### config.mk
export PLATFORM = sky130hd
export DESIGN_NAME = ptpc_capture_compare
export DESIGN_NICKNAME = d
export VERILOG_FILES = /design/src/logic/ptpc_capture_compare.v
export VERILOG_INCLUDE_DIRS = /design/src /design/src/logic
export SDC_FILE = /design/constraint.sdc
export NUM_CORES = 1
export LEC_CHECK = 0
export BUFFER_PORTS_ARGS = -buffer_cell sky130_fd_sc_hd__buf_2
export CORE_AREA = 2 2 316 193
export CTS_BUF_LIST = sky130_fd_sc_hd__clkbuf_2
export DETAILED_ROUTE_END_ITERATION = 16
export DIE_AREA = 0 0 318 195
export GPL_TIMING_DRIVEN = 0
export PLACE_DENSITY = 0.65
export SYNTH_ARGS = -nofsm -noshare
export SYNTH_HDL_FRONTEND = slang
export SYNTH_SLANG_ARGS = --single-unit
### constraint.sdc
create_clock -name clk_sys -period 9.3 [get_ports clk_sys]
set_input_delay 0.93 -clock clk_sys [delete_from_list [all_inputs] [get_ports clk_sys]]
set_output_delay 0.93 -clock clk_sys [all_outputs]
set_load 0.1 [all_outputs]
### src/logic/ptpc_defs.vh
// Constants for the precision-time capture and compare controller.
// Assumes inclusion by bare name from the design file that uses them.
`ifndef PTPC_DEFS_VH
`define PTPC_DEFS_VH

// APB byte addresses of the register words.
`define PTPC_ADDR_SYS_STS 12'h180
`define PTPC_ADDR_SYS_EN 12'h184
`define PTPC_ADDR_TGT_HI 12'h188
`define PTPC_ADDR_TGT_LO 12'h18c
`define PTPC_ADDR_RLD_HI 12'h190
`define PTPC_ADDR_RLD_LO 12'h194
`define PTPC_ADDR_SYSTEM_INTERRUPT_STATUS_EN 12'h198
`define PTPC_ADDR_INT_CLR 12'h1a0
`define PTPC_ADDR_P0_CAP_HI 12'h1a4
`define PTPC_ADDR_P0_CAP_LO 12'h1a8
`define PTPC_ADDR_P0_CAP_ID 12'h1ac
`define PTPC_ADDR_PIN8_CAP_HI 12'h1b0
`define PTPC_ADDR_PIN8_CAP_LO 12'h1b4
`define PTPC_ADDR_PIN9_CAP_HI 12'h1b8
`define PTPC_ADDR_PIN9_CAP_LO 12'h1bc
`define PTPC_ADDR_CAP_CFG 12'h1c0

// Status bit positions; enables sit at the status position plus this offset.
`define PTPC_STS_TIMER 0
`define PTPC_STS_PIN8 1
`define PTPC_STS_PIN9 2
`define PTPC_STS_P0_TX 3
`define PTPC_STS_P0_RX 4
`define PTPC_EN_OFFSET 16
`define PTPC_SYS_EVT_BIT 29

// Capture configuration field positions.
`define PTPC_CFG_RELOAD 0
`define PTPC_CFG_MODE8_LSB 1
`define PTPC_CFG_MODE9_LSB 3
`define PTPC_CFG_LOCK8 5
`define PTPC_CFG_LOCK9 6
`define PTPC_CFG_LOCK_P0_TX 8
`define PTPC_CFG_RESET 9'h160

// Event pin modes.
`define PTPC_MODE_PULSE 2'h0
`define PTPC_MODE_TOGGLE 2'h1
`define PTPC_MODE_LEVEL 2'h2

// Pulse width in ns and derived cycle count, rounded up.
`define PTPC_CLK_PERIOD_NS 10
`define PTPC_PULSE_NS 100
`define PTPC_PULSE_CYC ((`PTPC_PULSE_NS + `PTPC_CLK_PERIOD_NS - 1) / `PTPC_CLK_PERIOD_NS)

`endif

### src/logic/ptpc_capture_compare.v
// Precision-time capture hold-off, clock-target compare and event pin control.
// Assumes an outside 64-bit clock counter on clk_sys and an APB master.
//
// The implementer's own choice: the APB interface to the registers.
`timescale 1ns/100ps
`default_nettype none
`include "ptpc_defs.vh"

module ptpc_capture_compare (
    input wire clk_sys, // System clock, 100 MHz.
    input wire rst_b, // Asynchronous reset, active low.
    input wire psel, // APB select.
    input wire penable, // APB access phase.
    input wire pwrite, // APB direction, high for write.
    input wire [11:0] paddr, // APB byte address.
    input wire [31:0] pwdata, // APB write data.
    output wire pready, // APB ready, always high.
    output reg [31:0] prdata, // APB read data.
    output wire pslverr, // APB error on unmapped address.
    input wire [63:0] clock_now, // Running timing clock.
    input wire p0_ingress_capture, // Port 0 frame into the fabric matched.
    input wire p0_egress_capture, // Port 0 frame from the fabric matched.
    input wire [3:0] other_port_capture, // Port 2 rx, 2 tx, 1 rx, 1 tx events.
    input wire [15:0] p0_seq_id, // Sequence identifier of the matched frame.
    input wire [15:0] p0_source_identity, // Source identity of the matched frame.
    input wire [1:0] pin_in, // Pins 9 and 8 as inputs, asynchronous.
    input wire [1:0] pin_oe_en, // Pin output enable from pin config.
    input wire pin8_event_polarity, // Pin 8 active level, high for active high.
    input wire pin9_event_polarity, // Pin 9 active level, high for active high.
    input wire [1:0] pin_buffer_type_in, // Buffer type bits from pin config.
    output wire [1:0] pin_out, // Pins 9 and 8 output level.
    output wire [1:0] pin_out_en_b, // Pins 9 and 8 output enable, active low.
    output reg [1:0] pin_buffer_type, // Buffer type to the pin cells.
    output reg timing_event_summary, // Aggregated enabled timing status.
    output wire irq // Level interrupt to the system.
);

    // ----------------------------------------------------------------
    // State declarations
    // ----------------------------------------------------------------
    reg [8:0] system_interrupt_status;
    reg [8:0] int_en;
    reg [8:0] cap_cfg;
    reg sys_evt_en;
    reg [31:0] tgt_hi;
    reg [31:0] tgt_lo;
    reg [31:0] rld_hi;
    reg [31:0] rld_lo;
    reg [63:0] p0_cap_clock;
    reg [15:0] p0_cap_seq;
    reg [15:0] p0_cap_ident;
    reg [1:0] pin_s1;
    reg [1:0] pin_s2;
    reg [1:0] pin_s3;
    wire [127:0] pin_cap_bus;
    wire [63:0] target;
    wire cmp_hit;
    wire [1:0] pin_edge;
    wire wr_en;
    wire rd_setup;
    wire [8:0] set_bits;
    wire [8:0] clr_bits;
    wire [63:0] next_target;
    wire [1:0] pin_pol;
    localparam [31:0] pulse_load = `PTPC_PULSE_CYC;

    // Returns one when the address names a mapped register word.
    function addr_mapped;
        input [11:0] a;
        begin
            case (a)
                `PTPC_ADDR_SYS_STS, `PTPC_ADDR_SYS_EN, `PTPC_ADDR_TGT_HI,
                `PTPC_ADDR_TGT_LO, `PTPC_ADDR_RLD_HI, `PTPC_ADDR_RLD_LO,
                `PTPC_ADDR_SYSTEM_INTERRUPT_STATUS_EN, `PTPC_ADDR_INT_CLR, `PTPC_ADDR_P0_CAP_HI,
                `PTPC_ADDR_P0_CAP_LO, `PTPC_ADDR_P0_CAP_ID, `PTPC_ADDR_PIN8_CAP_HI,
                `PTPC_ADDR_PIN8_CAP_LO, `PTPC_ADDR_PIN9_CAP_HI,
                `PTPC_ADDR_PIN9_CAP_LO, `PTPC_ADDR_CAP_CFG:
                    addr_mapped = 1'b1;
                default:
                    addr_mapped = 1'b0;
            endcase
        end
    endfunction

    // ----------------------------------------------------------------
    // APB handshake
    // ----------------------------------------------------------------

    // The slave never stalls; writes land at the access edge.
    assign pready = 1'b1;
    assign pslverr = psel & penable & ~addr_mapped(paddr);
    assign wr_en = psel & penable & pwrite & addr_mapped(paddr);
    assign rd_setup = psel & ~penable & ~pwrite;

    // Read data is registered in the setup cycle so it is stable in access.
    always @(posedge clk_sys or negedge rst_b)
    begin
        if (!rst_b)
        begin
            prdata <= 32'h0;
        end
        else if (rd_setup)
        begin
            case (paddr)
                `PTPC_ADDR_SYS_STS: prdata <= {2'h0, timing_event_summary, 29'h0};
                `PTPC_ADDR_SYS_EN: prdata <= {2'h0, sys_evt_en, 29'h0};
                `PTPC_ADDR_TGT_HI: prdata <= tgt_hi;
                `PTPC_ADDR_TGT_LO: prdata <= tgt_lo;
                `PTPC_ADDR_RLD_HI: prdata <= rld_hi;
                `PTPC_ADDR_RLD_LO: prdata <= rld_lo;
                `PTPC_ADDR_SYSTEM_INTERRUPT_STATUS_EN: prdata <= {7'h0, int_en, 7'h0, system_interrupt_status};
                `PTPC_ADDR_P0_CAP_HI: prdata <= p0_cap_clock[63:32];
                `PTPC_ADDR_P0_CAP_LO: prdata <= p0_cap_clock[31:0];
                `PTPC_ADDR_P0_CAP_ID: prdata <= {p0_cap_ident, p0_cap_seq};
                `PTPC_ADDR_PIN8_CAP_HI: prdata <= pin_cap_bus[63:32];
                `PTPC_ADDR_PIN8_CAP_LO: prdata <= pin_cap_bus[31:0];
                `PTPC_ADDR_PIN9_CAP_HI: prdata <= pin_cap_bus[127:96];
                `PTPC_ADDR_PIN9_CAP_LO: prdata <= pin_cap_bus[95:64];
                `PTPC_ADDR_CAP_CFG: prdata <= {23'h0, cap_cfg};
                default: prdata <= 32'h0;
            endcase
        end
    end

    // ----------------------------------------------------------------
    // Configuration and enable registers
    // ----------------------------------------------------------------

    // Software-owned control words; reserved config bit 7 stays zero.
    always @(posedge clk_sys or negedge rst_b)
    begin
        if (!rst_b)
        begin
            cap_cfg <= `PTPC_CFG_RESET;
            int_en <= 9'h0;
            sys_evt_en <= 1'b0;
            rld_hi <= 32'h0;
            rld_lo <= 32'h0;
        end
        else if (wr_en)
        begin
            if (paddr == `PTPC_ADDR_CAP_CFG)
            begin
                cap_cfg <= pwdata[8:0] & 9'h17f;
            end
            if (paddr == `PTPC_ADDR_SYSTEM_INTERRUPT_STATUS_EN)
            begin
                int_en <= pwdata[24:16];
            end
            if (paddr == `PTPC_ADDR_SYS_EN)
            begin
                sys_evt_en <= pwdata[`PTPC_SYS_EVT_BIT];
            end
            if (paddr == `PTPC_ADDR_RLD_HI)
            begin
                rld_hi <= pwdata;
            end
            if (paddr == `PTPC_ADDR_RLD_LO)
            begin
                rld_lo <= pwdata;
            end
        end
    end

    // ----------------------------------------------------------------
    // Clock target compare
    // ----------------------------------------------------------------

    // In add mode with a nonzero rld_lo the target moves on every hit with no target write in the same cycle, so each crossing makes one event.
    assign target = {tgt_hi, tgt_lo};
    assign cmp_hit = (clock_now >= target);
    assign next_target = cap_cfg[`PTPC_CFG_RELOAD] ? {rld_hi, rld_lo}
                       : target + {32'h0, rld_lo};

    // Software writes win over the hardware update in the same cycle.
    always @(posedge clk_sys or negedge rst_b)
    begin
        if (!rst_b)
        begin
            tgt_hi <= 32'hffffffff;
            tgt_lo <= 32'hffffffff;
        end
        else if (wr_en && paddr == `PTPC_ADDR_TGT_HI)
        begin
            tgt_hi <= pwdata;
        end
        else if (wr_en && paddr == `PTPC_ADDR_TGT_LO)
        begin
            tgt_lo <= pwdata;
        end
        else if (cmp_hit)
        begin
            tgt_hi <= next_target[63:32];
            tgt_lo <= next_target[31:0];
        end
    end

    // ----------------------------------------------------------------
    // Pin input synchroniser and edge detect
    // ----------------------------------------------------------------

    // Two stages resync the pins; the third stage only feeds edge detect.
    always @(posedge clk_sys or negedge rst_b)
    begin
        if (!rst_b)
        begin
            pin_s1 <= 2'h0;
            pin_s2 <= 2'h0;
            pin_s3 <= 2'h0;
        end
        else
        begin
            pin_s1 <= pin_in;
            pin_s2 <= pin_s1;
            pin_s3 <= pin_s2;
        end
    end

    assign pin_edge = pin_s2 & ~pin_s3;
    assign pin_pol = {pin9_event_polarity, pin8_event_polarity};

    // ----------------------------------------------------------------
    // Port 0 transmit capture
    // ----------------------------------------------------------------

    // Ingress into the fabric counts as transmit for port 0.
    always @(posedge clk_sys or negedge rst_b)
    begin
        if (!rst_b)
        begin
            p0_cap_clock <= 64'h0;
            p0_cap_seq <= 16'h0;
            p0_cap_ident <= 16'h0;
        end
        else if (p0_ingress_capture &&
                 !(cap_cfg[`PTPC_CFG_LOCK_P0_TX] && system_interrupt_status[`PTPC_STS_P0_TX]))
        begin
            p0_cap_clock <= clock_now;
            p0_cap_seq <= p0_seq_id;
            p0_cap_ident <= p0_source_identity;
        end
    end

    // ----------------------------------------------------------------
    // Event pins: capture hold and compare output
    // ----------------------------------------------------------------
    genvar gi;
    generate
        for (gi = 0; gi < 2; gi = gi + 1)
        begin : gen_pin
            reg [63:0] cap;
            reg [3:0] pulse_cnt;
            reg toggle_lvl;
            reg raw;
            reg drv;
            wire [1:0] mode;
            wire lock;
            wire held;

            assign mode = gi ? cap_cfg[`PTPC_CFG_MODE9_LSB +: 2]
                             : cap_cfg[`PTPC_CFG_MODE8_LSB +: 2];
            assign lock = gi ? cap_cfg[`PTPC_CFG_LOCK9] : cap_cfg[`PTPC_CFG_LOCK8];
            assign held = lock & system_interrupt_status[`PTPC_STS_PIN8 + gi];

            // Pin capture store, refused while the hold is active.
            always @(posedge clk_sys or negedge rst_b)
            begin
                if (!rst_b)
                begin
                    cap <= 64'h0;
                end
                else if (pin_edge[gi] && !held)
                begin
                    cap <= clock_now;
                end
            end

            // Pulse counter, toggle level and the selected raw output.
            always @(posedge clk_sys or negedge rst_b)
            begin
                if (!rst_b)
                begin
                    pulse_cnt <= 4'h0;
                    toggle_lvl <= 1'b0;
                end
                else
                begin
                    if (cmp_hit && mode == `PTPC_MODE_PULSE)
                    begin
                        pulse_cnt <= pulse_load[3:0];
                    end
                    else if (pulse_cnt != 4'h0)
                    begin
                        pulse_cnt <= pulse_cnt - 4'h1;
                    end
                    if (cmp_hit && mode == `PTPC_MODE_TOGGLE)
                    begin
                        toggle_lvl <= ~toggle_lvl;
                    end
                end
            end

            // Mode select of the active-high level before polarity.
            always @*
            begin
                case (mode)
                    `PTPC_MODE_PULSE: raw = (pulse_cnt != 4'h0);
                    `PTPC_MODE_TOGGLE: raw = toggle_lvl;
                    `PTPC_MODE_LEVEL: raw = system_interrupt_status[`PTPC_STS_TIMER];
                    default: raw = 1'b0;
                endcase
            end

            // Registered pin drive with polarity applied.
            always @(posedge clk_sys or negedge rst_b)
            begin
                if (!rst_b)
                begin
                    drv <= 1'b0;
                end
                else
                begin
                    drv <= pin_pol[gi] ? raw : ~raw;
                end
            end

            assign pin_cap_bus[gi * 64 +: 64] = cap;
            assign pin_out[gi] = drv;
            assign pin_out_en_b[gi] = ~pin_oe_en[gi];
        end
    endgenerate

    // ----------------------------------------------------------------
    // Interrupt status, clear and aggregation
    // ----------------------------------------------------------------

    // Event sources in status order 8..0; enables do not gate them.
    assign set_bits = {other_port_capture, p0_egress_capture, p0_ingress_capture,
                       pin_edge, cmp_hit};
    assign clr_bits = !wr_en ? 9'h0
                    : (paddr == `PTPC_ADDR_SYSTEM_INTERRUPT_STATUS_EN || paddr == `PTPC_ADDR_INT_CLR)
                    ? pwdata[8:0] : 9'h0;

    // A set in the same cycle as a clear wins.
    always @(posedge clk_sys or negedge rst_b)
    begin
        if (!rst_b)
        begin
            system_interrupt_status <= 9'h0;
        end
        else
        begin
            system_interrupt_status <= (system_interrupt_status & ~clr_bits) | set_bits;
        end
    end

    // Summary and buffer type are registered toward the system.
    always @(posedge clk_sys or negedge rst_b)
    begin
        if (!rst_b)
        begin
            timing_event_summary <= 1'b0;
            pin_buffer_type <= 2'h0;
        end
        else
        begin
            timing_event_summary <= |(system_interrupt_status & int_en);
            pin_buffer_type <= pin_buffer_type_in;
        end
    end

    assign irq = timing_event_summary & sys_evt_en;

endmodule

`default_nettype wire

# Yosys cells after proc, flatten, opt, wreduce, memory -nomap -nowiden
# Cells that the tools add are included.
# word_totals
ff_bits	432
inputBits	159
# classes
n_addsub	3
n_lt_le_gt_ge	1
eq_ne	21
mux	18
bitwise_logic	25
reduce_logical	31
# op_table
operator	n
one-hot mux 32 bit (15 select lines)	1
equality test 12 x 9 -> 1 bit (second input constant)	16
2-to-1 mux 32 bit	5
adder 64 x 32 -> 64 bit	1
greater-or-equal comparator 64 bit	1
2-to-1 mux 64 bit	1
bitwise AND 9 bit	2
2-to-1 mux 9 bit	2
2-to-1 mux 4 bit	4
OR reduction 16 bit	1
AND reduction 2 bit	7
logical AND 1 bit	10
NOT 1 bit	10
bitwise AND 1 bit	9
NOT 9 bit	1
bitwise OR 9 bit	1
OR reduction 9 bit	1
nonzero test 2 bit	4
nonzero test 4 bit	2
subtractor 4 x 1 -> 4 bit (second input constant)	2
one-hot mux 1 bit (3 select lines)	2
equality test 2 x 1 -> 1 bit (second input constant)	2
equality test 2 bit (second input constant)	2
zero test 2 bit	2
other kinds (6)	10

# Longest topological paths before layout
# logic_depth
ltp_word	8
depth_mapped	14
mapped_depth_nobuf	11

# Least setup slack after synthesis
# OpenSTA, ideal clock, no wires.
# synth_timing
kind	input -> output
startpoint	in paddr[3]
endpoint	out pslverr
arrival_ns	3.010
slack_ns	5.360
path_stages	5
path_buffers	1
path_cell_list	clkbuf_1 nand2_1 nor2_1 o21ai_0 a41oi_1
# synth_via
elab_chain_len	5
word_cells_on_any_way	20
classes_between	eq/ne: 16; mux: 1; bitwise: 2; reduce/logical: 1
# synth_rtl
item	line_no	source
start: declaration	ptpc_capture_compare.v:15	input wire [11:0] paddr,
equality test 12 x 9 -> 1 bit	ptpc_capture_compare.v:71	case (a)
OR reduction 16 bit *	ptpc_capture_compare.v:71	
2-to-1 mux 1 bit *	ptpc_capture_compare.v:71	
NOT 1 bit *	ptpc_capture_compare.v:91	assign pslverr = psel & penable & ~addr_mapped(paddr);
bitwise AND 1 bit *	ptpc_capture_compare.v:91	
end: declaration	ptpc_capture_compare.v:19	output wire pslverr,
# Every way passes the cells marked *; elsewhere a longest branch is shown, timed or not.

# Worst setup path in the final report
# layout_timing
startpoint	reg tgt_lo[2]
endpoint	reg tgt_lo[6]
# layout_via
elab_chain_len	4
word_cells_on_any_way	7
classes_between	add/sub: 1; order compare: 1; mux: 3; reduce/logical: 2
# layout_rtl
item	line_no	source
start: declaration	ptpc_capture_compare.v:46	reg [31:0] tgt_lo;
start signal: assignment	ptpc_capture_compare.v:189	tgt_lo <= pwdata;
start signal: assignment	ptpc_capture_compare.v:194	tgt_lo <= next_target[31:0];
adder 64 x 32 -> 64 bit	ptpc_capture_compare.v:173	: target + {32'h0, rld_lo};
2-to-1 mux 64 bit	ptpc_capture_compare.v:172	assign next_target = cap_cfg[`PTPC_CFG_RELOAD] ? {rld_hi, rld_lo}
2-to-1 mux 32 bit	ptpc_capture_compare.v:191	else if (cmp_hit)
2-to-1 mux 32 bit	ptpc_capture_compare.v:187	else if (wr_en && paddr == `PTPC_ADDR_TGT_LO)
# Several ways; a longest one is shown, not always the timed one. The select of a mux whose other input is x is not followed.
# A chain may end at the register's enable or synchronous reset.

==> impl_metrics.yaml <==
outcome:
  status: "complete, but fails checks"
  violations: "capacitance limit, slew limit"
floorplan:
  initial_core_util_pct: 39.9
  die_height_um: 195
  dieArea_um2: 62000
  rows: 69
  die_w_um: 318
  core_area_um2: 58800
  io_pins: 201
sta:
  fmax_mhz: 165
  finalClockSkew_ns: 0.0808
  worst_pin_slew_ns: 1.55
  setup_violations: 0
  finalCriticalPeriod_ns: 6.05
  drv_slew: 14
  rsz0062_at_grt: "false"
  whs_ns: 0.0678
  fin_crit_sh_pct: 65.1
  relSlewSlack_pct: -3.47
  hold_violations: 0
drt:
  route.detailed.drc: 0
  vias: 22429
  totalWireLength_um: 114000
  drt_iter0_markers: 3194
  avgRoutedWirePerCell_um: 32.3
  ant_nets: 0
  drtPass1Iterations: 9
  via_per_inst: 6.38
clock_network:
  clk_latency_ns: 1.28
  cts_buffers: 107
  cts.clk_slew.worst_paths_ns: 0.11
  cts_tree: "built"
  cts_num_sinks: 432
  cts_buffer_depth: 3
  h-tree-depth: 3
  clockRootBuffer: "clkbuf_2"
grt:
  antenna_found_initial: 6
  grt.met2_usage_pct: 48.9
  grt_busiest_layer: "met1"
  grt_pass1_wl_um: 159000
  gr-usage-met1_pct: 51.5
  grt_max_degree: 106
  track_usage_pct: 36.1
  grt-ovfl-total: 0
  grt_pass1_vias: 21795
  met3_usage_pct: 14.2
place:
  place_congestion: 1.02
  placement.io_buffers: 198
  dp.cells: 3169
  dpl.hpwl_um: 83600
yosys:
  yosysWarningCount: 0
  yosys.area.top_type_share_pct: 38.9
  syn_area_per_cell_um2: 10.7
  synth_area_leader_cell: "dfrtp_1"
  synthTopCellsByArea: "dfrtp_1 (39%), mux2_2 (15%), dfstp_2 (7.5%), ha_1 (5.2%), nand2_1 (2.9%)"
  synthFlopType: "dfrtp_1"
  netlist_area_um2: 23500
  ys_types: 80
  ys_async_sr_fraction_pct: 100
  synth_nets: 2440
  yosysSeqAreaShare_pct: 46.4
  postSynthCellCount: 2182
  synth-seq-cells: 432
  synth_edf_count: 0
final_layout:
  drive_above_1_share_pct: 29.3
  nNetsFinal: 2888
  nFillCells: 5549
  post-route-util_pct: 47.8
  final_cells: 3514
  multi_input_area_um2: 11800
  area_delta_synth_final_pct: 19.8
  final-seq-area_um2: 10900
critical_path:
  critical_path.top_delay_family: "compound AO/OA/AOI/OAI gates"
  end_kind: "register"
  criticalPathCategory: "reg2reg"
  cp_slowest_stage_delay_ns: 1.23
  cp_slowest_cell: "o21ai_1"
  crit_path_max_fanout: 10
  path_cells: "inv_1, ha_1, a211oi_1, o21ai_0, a41oi_1, o21ai_0, a2111oi_2, nor2_1, o21ai_1, clkbuf_1, nand2_1, o21ai_0"
  crit_required_ns: 10.42
  critPathLaunchType: "register"
  cp_num_buf_inv: 2
  worstPathArrival_ns: 7.18
  critPathMostFrequentCell: "o21ai_0"
run:
  max_cap_violations: 3
power:
  ir_drop_mv: 0.0928
  p_leak_nw: 12.3
  power.density_nw_per_um2: 149
hold_path:
  hold_class: "in2reg"
==> metal layers <==
layer	vias to the layer above	share of wire, %
met1	11382	43
met5	-	0.21
met4	6	3.7
met3	265	14
li1	9190	-
met2	1586	39
==> sequential cells by signal (all words and copies together) (netlist names), 8 cells and up <==
signal,cells
prdata,32
tgt_lo,32
rld_lo,32
p0_cap_seq,16
p0_cap_ident,16
tgt_hi,32
gen_pin.pulse_cnt,8
system_interrupt_status,9
rld_hi,32
int_en,9
gen_pin.cap,128
cap_cfg,8
p0_cap_clock,64
==> metrics by stage <==
stage	power, W	instance area [µm²]	setup TNS [ns]	setup slack, ns
global route	0.00436	28100	0	3.35
detailed placement	0.00270	25600	0	3.20
finish	0.00419	28100	0	3.25
global placement	0.00266	25400	-487.47	-1.40
floorplan	0.00245	23500	0	5.36
CTS	0.00420	28100	0	3.68
==> final timing paths <==
kind	endpoint	start	cells past startpoint	slack [ns]
max in group asynchronous	gen_pin[1].cap[45]$_DFFE_PN0P_	rst_b	4	7.62
max	tgt_lo[6]$_DFFE_PN1P_	tgt_lo[2]$_DFFE_PN1P_	12	3.25
min	tgt_hi[3]$_DFFE_PN1P_	pwdata[3]	3	0.07
min reg2reg	pin_s2[1]$_DFF_PN0_	pin_s1[1]$_DFF_PN0_	0	0.35
min in group asynchronous	gen_pin[1].cap[62]$_DFFE_PN0P_	rst_b	2	0.22
max reg2reg	tgt_lo[6]$_DFFE_PN1P_	tgt_lo[2]$_DFFE_PN1P_	12	3.25
==> tightest hold or removal path, stage by stage <==
cell,delay (ns)
buf_2,0.18
nand2_1,0.08
o211ai_1,0.09
==> Yosys cell counts, drive strengths merged (24+ instances only) <==
cell    instances
dfrtp         365
mux2          310
nand2         184
o21ai         132
a21oi         107
clkbuf        103
ha             98
nor2           89
inv            84
dfstp          67
a22oi          55
a221oi         52
a22o           48
a21o           42
a31oi          40
o211ai         30
nand3          28
nor3           28
nand4          26
a222oi         24
buf            24
==> power breakdown <==
group          switching (W)  internal [W]  total (W)
clock               0.000883      0.000586    0.00147
sequential         0.0000934       0.00203    0.00212
combinational       0.000350      0.000254   0.000604
==> repair_timing <==
item                                   4_1_cts  5_1_grt
hold buffers                               133        0
resized for setup                            0        0
setup buffers                                0        0
endpoints found under the hold margin      355        0
==> cell families (layout without fill, tap and decap cells) <==
kind of cell | count (synthesis) | in the layout | synth area share (%)
DFF | 432 | 432 | 46.4
xor gates and xnor gates | 36 | 36 | 1.34
buffers and inverters | 211 | 753 | 3.51
muxes | 324 | 324 | 15.6
AOI/OAI and AO/OA | 622 | 622 | 18.4
and+or+nand+nor | 457 | 457 | 9.30
adders and majority gates | 99 | 99 | 5.31
other | 1 | 10 | 0.0160
==> area by class of cell <==
cell class	count	share of cell area, %
antenna	9	0.0802
buffer	127	1.82
clock buffer	150	2.67
clock inverter	53	1.26
inverter	84	1.12
multi-input combinational	1539	41.9
sequential	432	38.8
tap	781	3.48
timing repair buffer	339	8.89
==> layout by cell type, fill, tap and decap left out, types with 33 or more instances in the layout <==
cell type,n
a221oi_1,52
o21ai_0,131
a22oi_1,55
nand2_1,184
ha_1,98
inv_1,84
a21o_1,42
buf_2,213
nor2_1,86
clkbuf_1,101
mux2_2,310
dfstp_2,67
a31oi_1,40
dfrtp_1,365
clkbuf_2,152
dlygate4sd3_1,133
clkinv_1,33
a22o_1,48
a21oi_1,106
Power figures use the tool's default switching activity.
